--- src/inc/tbfd_map.svh ---
// Register map, field positions, reset values and delimiter timing of the framer.
`ifndef TBFD_MAP_SVH
`define TBFD_MAP_SVH
`define TBFD_FRAMING_IDX      6'h1E
`define TBFD_STATUS_IDX       6'h30
`define TBFD_FRAMING_RST      8'h00
`define TBFD_FRAMING_WMASK    8'hDF
`define TBFD_ST_PROTO_ERR     0
`define TBFD_ST_DISCARD       1
`define TBFD_ST_RX_BUSY       2
`define TBFD_ST_TX_BUSY       3
`define TBFD_ETU_FC           128
`define TBFD_ADJ_FC           8
`define TBFD_SOF_LO_MIN_ETU   10
`define TBFD_SOF_LO_MAX_ETU   11
`define TBFD_SOF_HI_MIN_ETU   2
`define TBFD_SOF_HI_MAX_ETU   3
`define TBFD_EOF_LO_MIN_ETU   10
`define TBFD_EOF_LO_MAX_ETU   11
`define TBFD_CHAR_BITS        10
`define TBFD_DATA_W           8
`define TBFD_FIFO_DEPTH       32
`endif

--- src/inc/tbfd_pkg.sv ---
// Types shared by the framer modules.
`default_nettype none
package tbfd_pkg;
    `include "tbfd_map.svh"
    typedef struct packed {
        logic       rx_start_marker_required;
        logic       rx_end_marker_required;
        logic       reserved;
        logic       delimiter_width_select;
        logic       tx_start_marker_suppress;
        logic       tx_end_marker_suppress;
        logic [1:0] tx_extra_guard_time;
    } tbfd_cfg_t;
    typedef enum logic [1:0] {RX_IDLE, RX_FRAME, RX_DISCARD} tbfd_rx_state_t;
    typedef enum logic [2:0] {TX_IDLE, TX_SOF_LO, TX_SOF_HI, TX_CHAR, TX_EGT, TX_WAIT,
                              TX_EOF_LO} tbfd_tx_state_t;
endpackage
`default_nettype wire

--- src/inc/tbfd_stream_if.sv ---
// Valid and ready stream carrier between the framer modules.
`timescale 1ns/100ps
`default_nettype none
interface tbfd_stream_if #(parameter int W = 8);
    logic         valid;
    logic         ready;
    logic [W-1:0] data;
    modport src (output valid, output data, input ready);
    modport snk (input valid, input data, output ready);
endinterface
`default_nettype wire

--- src/core/tbfd_frame_ctrl.sv ---
// Type B frame delimiter control with register slave, receive filter and transmit framer.
// Overview of operation
// - Start delimiter required: streams without one are discarded.
// - Start delimiter optional: accept both, never store the delimiter.
// - End delimiter required: stream ending without one flags a protocol error.
// - End delimiter optional: accept both, never store the delimiter.
// - Width one, adjust zero: maximum delimiter lengths.
// - Width zero, adjust zero: minimum delimiter lengths.
// - Width and adjust one: lows 11 etu minus 8, high 2 etu plus 8.
// - Start suppress bit set: no start delimiter sent.
// - End suppress bit set: no end delimiter sent.
// - Guard field adds zero to three bit times between characters.
// - Bit 5 is reserved and has no effect.
// - Framing register resets to all zeros.
`timescale 1ns/100ps
`default_nettype none
module tbfd_frame_ctrl
    import tbfd_pkg::*;
(
    input wire logic        sys_clk_in,
    input wire logic        rst_n_in,
    input wire logic [7:0]  avs_address_in,
    input wire logic        avs_read_in,
    input wire logic        avs_write_in,
    input wire logic [3:0]  avs_byteenable_in,
    input wire logic [31:0] avs_writedata_in,
    output logic [31:0]     avs_readdata_out,
    output logic            avs_waitrequest_out,
    input wire logic        delimiter_adjust_enable_in,
    input wire logic        fc_tick_in,
    input wire logic        rx_sof_in,
    input wire logic        rx_eof_in,
    input wire logic        rx_end_in,
    input wire logic        rx_byte_valid_in,
    input wire logic [7:0]  rx_byte_in,
    output logic            rx_byte_ready_out,
    output logic            rx_data_valid_out,
    input wire logic        rx_data_ready_in,
    output logic [7:0]      rx_data_out,
    output logic            rx_protocol_error_out,
    input wire logic        tx_valid_in,
    input wire logic        tx_last_in,
    input wire logic [7:0]  tx_data_in,
    output logic            tx_ready_out,
    output logic            tx_bit_out,
    output logic            tx_busy_out
);
    typedef struct packed {
        tbfd_cfg_t      cfg;
        logic           proto_err;
        logic           discarded;
        tbfd_rx_state_t rx_state;
        logic           eof_seen;
        logic           err_pulse;
        logic           ack;
        logic [7:0]     rdata;
    } tbfd_top_st_t;

    tbfd_top_st_t st;
    tbfd_top_st_t next_st;

    tbfd_stream_if #(.W(`TBFD_DATA_W))     rx_wr ();
    tbfd_stream_if #(.W(`TBFD_DATA_W))     rx_rd ();
    tbfd_stream_if #(.W(`TBFD_DATA_W + 1)) tx_bytes ();

    logic       req;
    logic       hit_cfg;
    logic       hit_stat;
    logic       store;
    logic       byte_take;
    logic       err_set;
    logic       disc_set;
    logic       tx_busy;
    logic [7:0] status;

    tbfd_fifo #(
        .W     (`TBFD_DATA_W),
        .DEPTH (`TBFD_FIFO_DEPTH)
    ) u_rx_fifo (
        .sys_clk_in (sys_clk_in),
        .rst_n_in   (rst_n_in),
        .wr_side    (rx_wr),
        .rd_side    (rx_rd)
    );

    tbfd_tx_framer u_tx (
        .sys_clk_in                 (sys_clk_in),
        .rst_n_in                   (rst_n_in),
        .cfg_in                     (st.cfg),
        .delimiter_adjust_enable_in (delimiter_adjust_enable_in),
        .fc_tick_in                 (fc_tick_in),
        .byte_side                  (tx_bytes),
        .tx_bit_out                 (tx_bit_out),
        .busy_out                   (tx_busy)
    );

    assign tx_bytes.valid = tx_valid_in;
    assign tx_bytes.data  = {tx_last_in, tx_data_in};
    assign tx_ready_out   = tx_bytes.ready;
    assign tx_busy_out    = tx_busy;

    assign rx_data_valid_out = rx_rd.valid;
    assign rx_data_out       = rx_rd.data;
    assign rx_rd.ready       = rx_data_ready_in;

    assign store = (st.rx_state == RX_FRAME && !st.eof_seen)
                || (st.rx_state == RX_IDLE && !st.cfg.rx_start_marker_required && !rx_sof_in);
    assign rx_wr.valid = rx_byte_valid_in && store;
    assign rx_wr.data  = rx_byte_in;
    // Dropped bytes are always taken so a discarded stream never stalls the demodulator.
    assign rx_byte_ready_out = store ? rx_wr.ready : 1'b1;
    assign byte_take = rx_byte_valid_in && rx_byte_ready_out;

    assign req      = avs_read_in || avs_write_in;
    assign hit_cfg  = (avs_address_in == {`TBFD_FRAMING_IDX, 2'b00});
    assign hit_stat = (avs_address_in == {`TBFD_STATUS_IDX, 2'b00});
    assign avs_waitrequest_out   = req && !st.ack;
    assign avs_readdata_out      = {24'h000000, st.rdata};
    assign rx_protocol_error_out = st.err_pulse;

    always_comb
    begin
        status = 8'h00;
        status[`TBFD_ST_PROTO_ERR] = st.proto_err;
        status[`TBFD_ST_DISCARD]   = st.discarded;
        status[`TBFD_ST_RX_BUSY]   = (st.rx_state != RX_IDLE);
        status[`TBFD_ST_TX_BUSY]   = tx_busy;
    end

    always_comb
    begin
        next_st = st;
        next_st.err_pulse = 1'b0;
        err_set  = 1'b0;
        disc_set = 1'b0;
        case (st.rx_state)
            RX_IDLE:
            begin
                if (rx_sof_in)
                begin
                    next_st.rx_state = RX_FRAME;
                    next_st.eof_seen = rx_eof_in;
                end
                else if ((byte_take || rx_eof_in) && st.cfg.rx_start_marker_required)
                begin
                    next_st.rx_state = RX_DISCARD;
                    disc_set         = 1'b1;
                end
                else if (byte_take || rx_eof_in)
                begin
                    next_st.rx_state = RX_FRAME;
                    next_st.eof_seen = rx_eof_in;
                end
            end
            RX_FRAME:
            begin
                if (rx_eof_in)
                begin
                    next_st.eof_seen = 1'b1;
                end
            end
            default:
            begin
                next_st.rx_state = RX_DISCARD;
            end
        endcase
        if (rx_end_in && (st.rx_state != RX_IDLE || next_st.rx_state != RX_IDLE))
        begin
            if (next_st.rx_state == RX_FRAME && st.cfg.rx_end_marker_required
                && !next_st.eof_seen)
            begin
                err_set           = 1'b1;
                next_st.err_pulse = 1'b1;
            end
            next_st.rx_state = RX_IDLE;
            next_st.eof_seen = 1'b0;
        end
        next_st.ack = 1'b0;
        if (req && !st.ack)
        begin
            next_st.ack = 1'b1;
            if (hit_cfg)
            begin
                next_st.rdata = st.cfg;
            end
            else if (hit_stat)
            begin
                next_st.rdata = status;
            end
            else
            begin
                next_st.rdata = 8'h00;
            end
        end
        // The write lands on the edge that also completes the bus cycle.
        if (avs_write_in && st.ack && avs_byteenable_in[0])
        begin
            if (hit_cfg)
            begin
                next_st.cfg = avs_writedata_in[7:0] & `TBFD_FRAMING_WMASK;
            end
            else if (hit_stat)
            begin
                next_st.proto_err = st.proto_err & ~avs_writedata_in[`TBFD_ST_PROTO_ERR];
                next_st.discarded = st.discarded & ~avs_writedata_in[`TBFD_ST_DISCARD];
            end
        end
        // A new event beats a clear in the same cycle.
        if (err_set)
        begin
            next_st.proto_err = 1'b1;
        end
        if (disc_set)
        begin
            next_st.discarded = 1'b1;
        end
    end

    always_ff @(posedge sys_clk_in or negedge rst_n_in)
    begin
        if (!rst_n_in)
        begin
            st          <= '0;
            st.cfg      <= `TBFD_FRAMING_RST;
            st.rx_state <= RX_IDLE;
        end
        else
        begin
            st <= next_st;
        end
    end
endmodule
`default_nettype wire

--- src/core/tbfd_fifo.sv ---
// Synchronous FIFO with valid and ready on both sides.
`timescale 1ns/100ps
`default_nettype none
module tbfd_fifo
    import tbfd_pkg::*;
#(
    parameter int W     = 8,
    parameter int DEPTH = 32
)
(
    input wire logic     sys_clk_in,
    input wire logic     rst_n_in,
    tbfd_stream_if.snk   wr_side,
    tbfd_stream_if.src   rd_side
);
    localparam int AW = $clog2(DEPTH);
    typedef struct packed {
        logic [AW:0] wp;
        logic [AW:0] rp;
    } tbfd_fifo_st_t;

    tbfd_fifo_st_t st;
    tbfd_fifo_st_t next_st;
    logic [W-1:0]  mem [DEPTH];
    logic          full;
    logic          empty;

    assign full  = (st.wp[AW] != st.rp[AW]) && (st.wp[AW-1:0] == st.rp[AW-1:0]);
    assign empty = (st.wp == st.rp);
    assign wr_side.ready = !full;
    assign rd_side.valid = !empty;
    assign rd_side.data  = mem[st.rp[AW-1:0]];

    always_comb
    begin
        next_st = st;
        if (wr_side.valid && !full)
        begin
            next_st.wp = st.wp + 1'b1;
        end
        if (rd_side.ready && !empty)
        begin
            next_st.rp = st.rp + 1'b1;
        end
    end

    // The storage has no reset so it maps onto plain RAM.
    always_ff @(posedge sys_clk_in)
    begin
        if (wr_side.valid && !full)
        begin
            mem[st.wp[AW-1:0]] <= wr_side.data;
        end
    end

    always_ff @(posedge sys_clk_in or negedge rst_n_in)
    begin
        if (!rst_n_in)
        begin
            st <= '0;
        end
        else
        begin
            st <= next_st;
        end
    end
endmodule
`default_nettype wire

--- src/core/tbfd_tx_framer.sv ---
// Transmit framer: start delimiter, characters with guard time, end delimiter.
`timescale 1ns/100ps
`default_nettype none
module tbfd_tx_framer
    import tbfd_pkg::*;
(
    input wire logic       sys_clk_in,
    input wire logic       rst_n_in,
    input wire tbfd_cfg_t  cfg_in,
    input wire logic       delimiter_adjust_enable_in,
    input wire logic       fc_tick_in,
    tbfd_stream_if.snk     byte_side,
    output logic           tx_bit_out,
    output logic           busy_out
);
    localparam logic [11:0] ETU     = 12'(`TBFD_ETU_FC);
    localparam logic [11:0] ADJ     = 12'(`TBFD_ADJ_FC);
    localparam logic [11:0] SLO_MIN = 12'(`TBFD_SOF_LO_MIN_ETU * `TBFD_ETU_FC);
    localparam logic [11:0] SLO_MAX = 12'(`TBFD_SOF_LO_MAX_ETU * `TBFD_ETU_FC);
    localparam logic [11:0] SHI_MIN = 12'(`TBFD_SOF_HI_MIN_ETU * `TBFD_ETU_FC);
    localparam logic [11:0] SHI_MAX = 12'(`TBFD_SOF_HI_MAX_ETU * `TBFD_ETU_FC);
    localparam logic [11:0] ELO_MIN = 12'(`TBFD_EOF_LO_MIN_ETU * `TBFD_ETU_FC);
    localparam logic [11:0] ELO_MAX = 12'(`TBFD_EOF_LO_MAX_ETU * `TBFD_ETU_FC);
    localparam logic [3:0]  LASTBIT = 4'(`TBFD_CHAR_BITS - 1);

    typedef struct packed {
        tbfd_tx_state_t state;
        logic [11:0]    cnt;
        logic [3:0]     bits;
        logic [9:0]     shreg;
        logic           last;
        logic [1:0]     egt_left;
        logic           line;
    } tbfd_tx_st_t;

    tbfd_tx_st_t st;
    tbfd_tx_st_t next_st;
    logic [11:0] sof_lo;
    logic [11:0] sof_hi;
    logic [11:0] eof_lo;
    logic        take;
    logic        phase_end;

    always_comb
    begin
        if (cfg_in.delimiter_width_select && delimiter_adjust_enable_in)
        begin
            sof_lo = SLO_MAX - ADJ;
            sof_hi = SHI_MIN + ADJ;
            eof_lo = ELO_MAX - ADJ;
        end
        else if (cfg_in.delimiter_width_select)
        begin
            sof_lo = SLO_MAX;
            sof_hi = SHI_MAX;
            eof_lo = ELO_MAX;
        end
        else
        begin
            sof_lo = SLO_MIN;
            sof_hi = SHI_MIN;
            eof_lo = ELO_MIN;
        end
    end

    assign byte_side.ready = (st.state == TX_IDLE) || (st.state == TX_WAIT);
    assign take      = byte_side.ready && byte_side.valid;
    assign phase_end = fc_tick_in && (st.cnt == 12'h000);
    assign tx_bit_out = st.line;
    assign busy_out   = (st.state != TX_IDLE);

    always_comb
    begin
        next_st = st;
        if (fc_tick_in && st.cnt != 12'h000)
        begin
            next_st.cnt = st.cnt - 12'h001;
        end
        case (st.state)
            TX_IDLE, TX_WAIT:
            begin
                if (take)
                begin
                    next_st.shreg = {1'b1, byte_side.data[7:0], 1'b0};
                    next_st.last  = byte_side.data[8];
                    next_st.bits  = 4'h0;
                    if (st.state == TX_IDLE && !cfg_in.tx_start_marker_suppress)
                    begin
                        next_st.state = TX_SOF_LO;
                        next_st.cnt   = sof_lo - 12'h001;
                    end
                    else
                    begin
                        next_st.state = TX_CHAR;
                        next_st.cnt   = ETU - 12'h001;
                    end
                end
            end
            TX_SOF_LO:
            begin
                if (phase_end)
                begin
                    next_st.state = TX_SOF_HI;
                    next_st.cnt   = sof_hi - 12'h001;
                end
            end
            TX_SOF_HI:
            begin
                if (phase_end)
                begin
                    next_st.state = TX_CHAR;
                    next_st.cnt   = ETU - 12'h001;
                end
            end
            TX_CHAR:
            begin
                if (phase_end)
                begin
                    next_st.cnt   = ETU - 12'h001;
                    next_st.shreg = {1'b1, st.shreg[9:1]};
                    next_st.bits  = st.bits + 4'h1;
                    if (st.bits == LASTBIT)
                    begin
                        if (st.last && cfg_in.tx_end_marker_suppress)
                        begin
                            next_st.state = TX_IDLE;
                        end
                        else if (st.last)
                        begin
                            next_st.state = TX_EOF_LO;
                            next_st.cnt   = eof_lo - 12'h001;
                        end
                        else if (cfg_in.tx_extra_guard_time != 2'b00)
                        begin
                            next_st.state    = TX_EGT;
                            next_st.egt_left = cfg_in.tx_extra_guard_time;
                        end
                        else
                        begin
                            next_st.state = TX_WAIT;
                        end
                    end
                end
            end
            TX_EGT:
            begin
                if (phase_end)
                begin
                    next_st.cnt      = ETU - 12'h001;
                    next_st.egt_left = st.egt_left - 2'b01;
                    if (st.egt_left == 2'b01)
                    begin
                        next_st.state = TX_WAIT;
                    end
                end
            end
            TX_EOF_LO:
            begin
                if (phase_end)
                begin
                    next_st.state = TX_IDLE;
                end
            end
            default:
            begin
                next_st.state = TX_IDLE;
            end
        endcase
        case (next_st.state)
            TX_SOF_LO, TX_EOF_LO: next_st.line = 1'b0;
            TX_CHAR:              next_st.line = next_st.shreg[0];
            default:              next_st.line = 1'b1;
        endcase
    end

    always_ff @(posedge sys_clk_in or negedge rst_n_in)
    begin
        if (!rst_n_in)
        begin
            st       <= '0;
            st.state <= TX_IDLE;
            st.line  <= 1'b1;
        end
        else
        begin
            st <= next_st;
        end
    end
endmodule
`default_nettype wire

--- config.mk ---
export PLATFORM = sky130hd
export DESIGN_NAME = tbfd_frame_ctrl
export DESIGN_NICKNAME = d
export VERILOG_FILES = /design/src/inc/tbfd_pkg.sv /design/src/inc/tbfd_stream_if.sv /design/src/core/tbfd_frame_ctrl.sv /design/src/core/tbfd_fifo.sv /design/src/core/tbfd_tx_framer.sv
export VERILOG_INCLUDE_DIRS = /design/src /design/src/inc
export SDC_FILE = /design/constraint.sdc
export NUM_CORES = 1
export LEC_CHECK = 0
export BUFFER_PORTS_ARGS = -buffer_cell sky130_fd_sc_hd__buf_2
export CORE_MARGIN = 5
export CORE_UTILIZATION = 25
export DETAILED_ROUTE_END_ITERATION = 8
export REMOVE_ABC_BUFFERS = 1
export SETUP_SLACK_MARGIN = 0.5
export SYNTH_ARGS = -nofsm -noshare
export SYNTH_HDL_FRONTEND = slang
export SYNTH_SLANG_ARGS = --single-unit
--- constraint.sdc ---
create_clock -name sys_clk_in -period 2.7 [get_ports sys_clk_in]
set_input_delay 0.54 -clock sys_clk_in [delete_from_list [all_inputs] [get_ports sys_clk_in]]
set_output_delay 0.54 -clock sys_clk_in [all_outputs]
set_load 0.03 [all_outputs]
## Yosys cells after proc, flatten, opt, wreduce, memory -nomap -nowiden

Memory sizes are Yosys's and may differ from the RTL's.
Index checks and enable logic that the tools add are counted.

| word-level totals | value |
|---|---|
| bits in registers | 67 |
| bits in writable memories | 256 |
| input bits | 73 |
| memories | 1 |

| operators by class | value |
|---|---|
| add/sub/neg operators | 7 |
| equality and inequality tests | 27 |
| muxes and demuxes | 54 |
| bitwise gates (word level) | 4 |
| reduce and logical (&&, ||, !) cells | 56 |

Memory list:

| name | words | width | rd ports | clocked after Yosys merged registers in | write ports | line | RTL |
|---|---|---|---|---|---|---|---|
| u_rx_fifo.mem | 32 | 8 | 1 | 0 | 1 | tbfd_fifo.sv:24 | `logic [W-1:0] mem [DEPTH];` |

Operators with widths:

| operator | count |
|---|---|
| 12-bit 2-to-1 mux | 5 |
| 15-bit 2-to-1 mux | 4 |
| 12-bit one-hot mux with 5 select lines | 1 |
| 12-bit by 1-bit subtractor with 12-bit output, second input constant | 3 |
| 30-bit 2-to-1 mux | 1 |
| 29-bit 2-to-1 mux | 1 |
| 14-bit one-hot mux with 2 select lines | 1 |
| 8-bit 2-to-1 mux | 3 |
| 2-bit 2-to-1 mux | 11 |
| 1-bit logical AND | 21 |
| 3-bit one-hot mux with 6 select lines | 1 |
| 2-bit nonzero test | 9 |
| 3-bit 2-to-1 mux | 5 |
| 14-bit 2-to-1 mux | 1 |
| 2-bit by 1-bit inequality test with 1-bit output, second input constant | 7 |
| 1-bit 2-to-1 mux | 13 |
| 6-bit by 1-bit adder with 6-bit output, second input constant | 2 |
| 3-bit == test, second input constant | 4 |
| 12-bit zero test | 1 |
| 12-bit nonzero test | 1 |
| 3-bit by 2-bit == test with 1-bit output, second input constant | 3 |
| 9-bit 2-to-1 mux | 1 |
| 3-bit AND reduction | 3 |
| 8-bit by 7-bit == test with 1-bit output, second input constant | 1 |
| 23 further kinds | 45 |

## Longest topological paths before layout

| logic depth | value |
|---|---|
| depth in word-level cells | 18 |
| gate-level depth with buffers | 8 |
| gate-level depth less buffers | 7 |

## Hierarchy

From an unflattened synthesis, not the netlist that was laid out.

| unflattened totals | value |
|---|---|
| cell total of the unflattened synthesis | 816 |
| area, all modules | 13777.0 um^2 |

By module, submodules not included:

| module | times used | cells an instance | area an instance (um^2) |
|---|---|---|---|
| tbfd_fifo | 1 | 469 | 10562.6 |
| tbfd_tx_framer | 1 | 221 | 1969.4 |
| tbfd_frame_ctrl | 1 | 126 | 1244.9 |

## Least setup slack after synthesis

OpenSTA, ideal clock, no wires.

| timing path | value |
|---|---|
| path kind | register to output |
| from | register u_rx_fifo.st[0] in the netlist's numbering |
| to | output port rx_data_out[0] |
| arrival time | 2.408 ns |
| required time | 2.160 ns |
| path slack | -0.248 ns |
| cell stages (with the launch flop) | 6 |
| path buffers | 2 |
| cell sequence | dfrtp_1 -> clkbuf_1 -> clkbuf_1 -> mux4_2 -> mux4_2 -> mux2_2 |

| between the ends | value |
|---|---|
| word-level cells in the longest chain between the ends | 1 |

Ends and longest elaborated chain:

| item | line | RTL |
|---|---|---|
| from (decl) | tbfd_fifo.sv:22 | `tbfd_fifo_st_t st;` |
| from (signal assigned) | tbfd_fifo.sv:64 | `st <= next_st;` |
| memory 32 x 8 bit | - |  |
| to (decl) | tbfd_frame_ctrl.sv:39 | `output logic [7:0] rx_data_out,` |

No other way between the ends.

## Worst setup path after layout

| timing path | value |
|---|---|
| from | register u_rx_fifo.st[0] in the netlist's numbering |
| to | output port rx_data_out[2] |

The elaborated chain is that of the path after synthesis.

==> reports/results.ini <==
[yosys]
synthArstFlopShare = 0.205
yosysWarningCount = 0
synth.distinct_cells = 69
synth_area_per_cell_um2 = 16.5
ys.flop_type = edfxtp_1
synthCells = 836
synth_edf_count = 256
yosysSeqAreaShare = 0.676
mappedNetlistArea_mm2 = 0.0138
synth_seq_cells = 322

[global_route]
first_global_vias = 8042
grt_start_max_net_pins = 37
grt_pass1_wl_mm = 48.5
grt.overflow.total = 0
grtUsageTotal = 0.103
grt_antenna_before_repair = 0

[sta]
fin_ws_ns = -0.704
min_period_ns = 3.40
worst_pin_slew_ns = 0.640
clock_skew_ns = 0.0213
setup_viol = 49
rsz0062_at_grt = true
fmax_mhz = 294
maxSlewViolCount = 0
finalHoldViolations = 0
relSlewSlack = 0.573
post-route-period-util = 1.26

[floorplan]
start_util = 0.252
num_rows = 86
coreArea_mm2 = 0.0549
io_pins = 120
die_x_um = 245
die_area_mm2 = 0.0600
die_h_um = 245

[power]
switching_share = 0.316
comb_power_share = 0.359
internal_power_w = 0.0114
p_leak_nw = 6.17
switchingPower_w = 0.00525
p_clk_frac = 0.278
p_per_area_mw_per_mm2 = 944
power_frac_seq = 0.363
peakVddDrop_uv = 1030

[critical_path]
timing.rr.start = u_rx_fifo.st[0]
reg2reg_setup_slack_ns = -0.04
crit_path_end_kind = primary output
critPathMaxFanout = 7
r2r-end = u_rx_fifo.mem[11][7]
cp_data_required_time_ns = 2.16
path_class = reg2out
worst-r2r-cell-count = 14
arrival_ns = 2.86
startpoint_type = flop

[route]
detailroute.via_count = 7914
avgViaCountPerCell = 4.57
routed-wl-met2_mm = 15.1
wl_met3_mm = 1.93
wl_per_cell_um = 18.4
drt_iter0_markers = 629
dr.pass1.iters = 5
wl_met1_mm = 14.1
top_layer_used = met4
detail_route.wirelength_mm = 31.9
antenna_left = 0
drc = 0

[final_layout]
final_common_cell = edfxtp_1
final_cell_mix = edfxtp_1, mux4_2, dfrtp_1
area.growth.synth_to_final_pct = 27.3
layout.nets = 1086
drive_gt1_frac = 0.381
fillers = 5334
finish.instance_area_mm2 = 0.0176

[min_path]
worstHoldStart = avs_writedata_in[3]
whs_endpoint = st[18]
hold_class = in2reg
hold_depth = 2

[place]
hpwl_mm = 19.8
gp_congestion = 0.824
dp_slack_ns = -0.202
io_buffers = 66
dpl_cell_area_mm2 = 0.0153

[cts]
root_buffer = clkbuf_16
cts-root-to-sink-buffers = 3
numCtsBuffers = 36
cts.sinks = 322
h-tree-depth = 2
clock_latency_ns = 0.55
cts_tree = yes
path_clk_slew_ns = 0.06

[flow_run]
maxCapViolCount = 0

[status]
outcome = complete, but fails checks
violations = negative setup slack

## area by class of cell
type	instances	area (µm²)	share of cell area
Antenna cell	1	2.50	0.000142
Clock buffer	41	920	0.0523
Clock inverter	19	190	0.0108
Inverter	18	67.6	0.00384
Multi-Input combinational cell	450	4440	0.253
Sequential cell	322	9350	0.532
Tap cell	704	881	0.0501
Timing Repair Buffer	176	1730	0.0985
## per-stage QoR
step | std cells | setup TNS [ns] | hold WS [ns] | power, W | util
2_1_floorplan | 790 | -438.60 | 0.244 | 0.00928 | -
3_3_place_gp | 1624 | -4.95 | 0.453 | 0.0108 | 0.278
3_5_place_dp | 1624 | -5.47 | 0.458 | 0.0109 | 0.278
4_1_cts | 1709 | -6.27 | 0.183 | 0.0162 | 0.310
5_1_grt | 1730 | -19.34 | 0.205 | 0.0174 | 0.320
6_report | 1731 | -7.39 | 0.233 | 0.0166 | 0.320
## sequential cells by signal (all words and copies together), names as in the netlist
signal / count
u_rx_fifo.st: 12
u_rx_fifo.mem: 256
st: 13
avs_readdata_out: 7
u_tx.tx_bit_out: 1
rx_protocol_error_out: 1
u_tx.st: 32
## critical path: stages, from the launching register on
cell     delay (ns)
dfrtp_4        0.49
buf_12         0.16
buf_12         0.13
buf_16         0.13
mux4_2         0.44
mux4_2         0.53
mux2_4         0.30
buf_6          0.14
## cell families after synthesis
family,share of synthesized area
flip-flops,0.676
AND/OR/NAND/NOR,0.0773
multiplexers,0.145
buffers and inverters,0.0342
AO/OA/AOI/OAI,0.0410
XOR/XNOR,0.0178
adder cells (fa/ha/maj),0.00815
other,0.000272
## power by group through the flow
stage	sequential (W)	combinational, W	clock, W
4_1_cts	0.00602	0.00542	0.00477
6_report	0.00602	0.00597	0.00462
2_1_floorplan	0.00652	0.00275	0
3_5_place_dp	0.00615	0.00476	0
5_1_grt	0.00606	0.00633	0.00499
3_3_place_gp	0.00613	0.00472	0
## Yosys cell counts (all sizes together), types with 3 or more instances
cell,count,area share
o22ai,5,0.0023
nor2,58,0.016
a21oi,13,0.0047
or3b,6,0.0038
xnor2,22,0.014
a22oi,12,0.0065
and3,3,0.0014
inv,18,0.0049
ha,9,0.0082
nor4,11,0.0070
dfrtp,65,0.12
nor2b,4,0.0018
nand4,9,0.0041
or4,4,0.0022
nand2b,6,0.0027
nor3,10,0.0036
mux4,80,0.13
or3,6,0.0031
nand3b,6,0.0033
nand2,54,0.015
clkbuf,26,0.0071
mux2,17,0.014
buf,44,0.022
nand3,13,0.0047
xor2,6,0.0038
edfxtp,256,0.56
o21ai,28,0.010
## how the worst max path moves through the flow
stage / from / end / slack (ns) / depth (start not counted)
6_report: u_rx_fifo.st[0] / rx_data_out[2] / -0.70 / 7
5_1_grt: u_rx_fifo.st[0] / rx_data_out[2] / -0.77 / 7
4_1_cts: u_rx_fifo.st[0] / rx_data_out[5] / -0.75 / 6
3_5_place_dp: u_rx_fifo.st[0] / rx_data_out[0] / -0.20 / 5
3_3_place_gp: u_rx_fifo.st[0] / rx_data_out[0] / -0.20 / 5
2_1_floorplan: u_rx_fifo.st[0] / rx_data_out[0] / -1.96 / 3
## repair_timing
item / in CTS / in global routing
buffers inserted: 24 / 16
endpoints found under the setup margin: 289 / 306
endpoints found under the hold margin: 17 / 0
cloned: 0 / 5
resized for setup: 96 / 90
hold buffers: 1 / 0
pin swaps: 16 / 17
## layer usage
layer  vias up  global-route usage
met3        46              0.0210
met1      4056               0.146
met4         0              0.0307
met2       257               0.162
met5         -                   0
li1       3555                   -
Power figures use the tool's default switching activity.
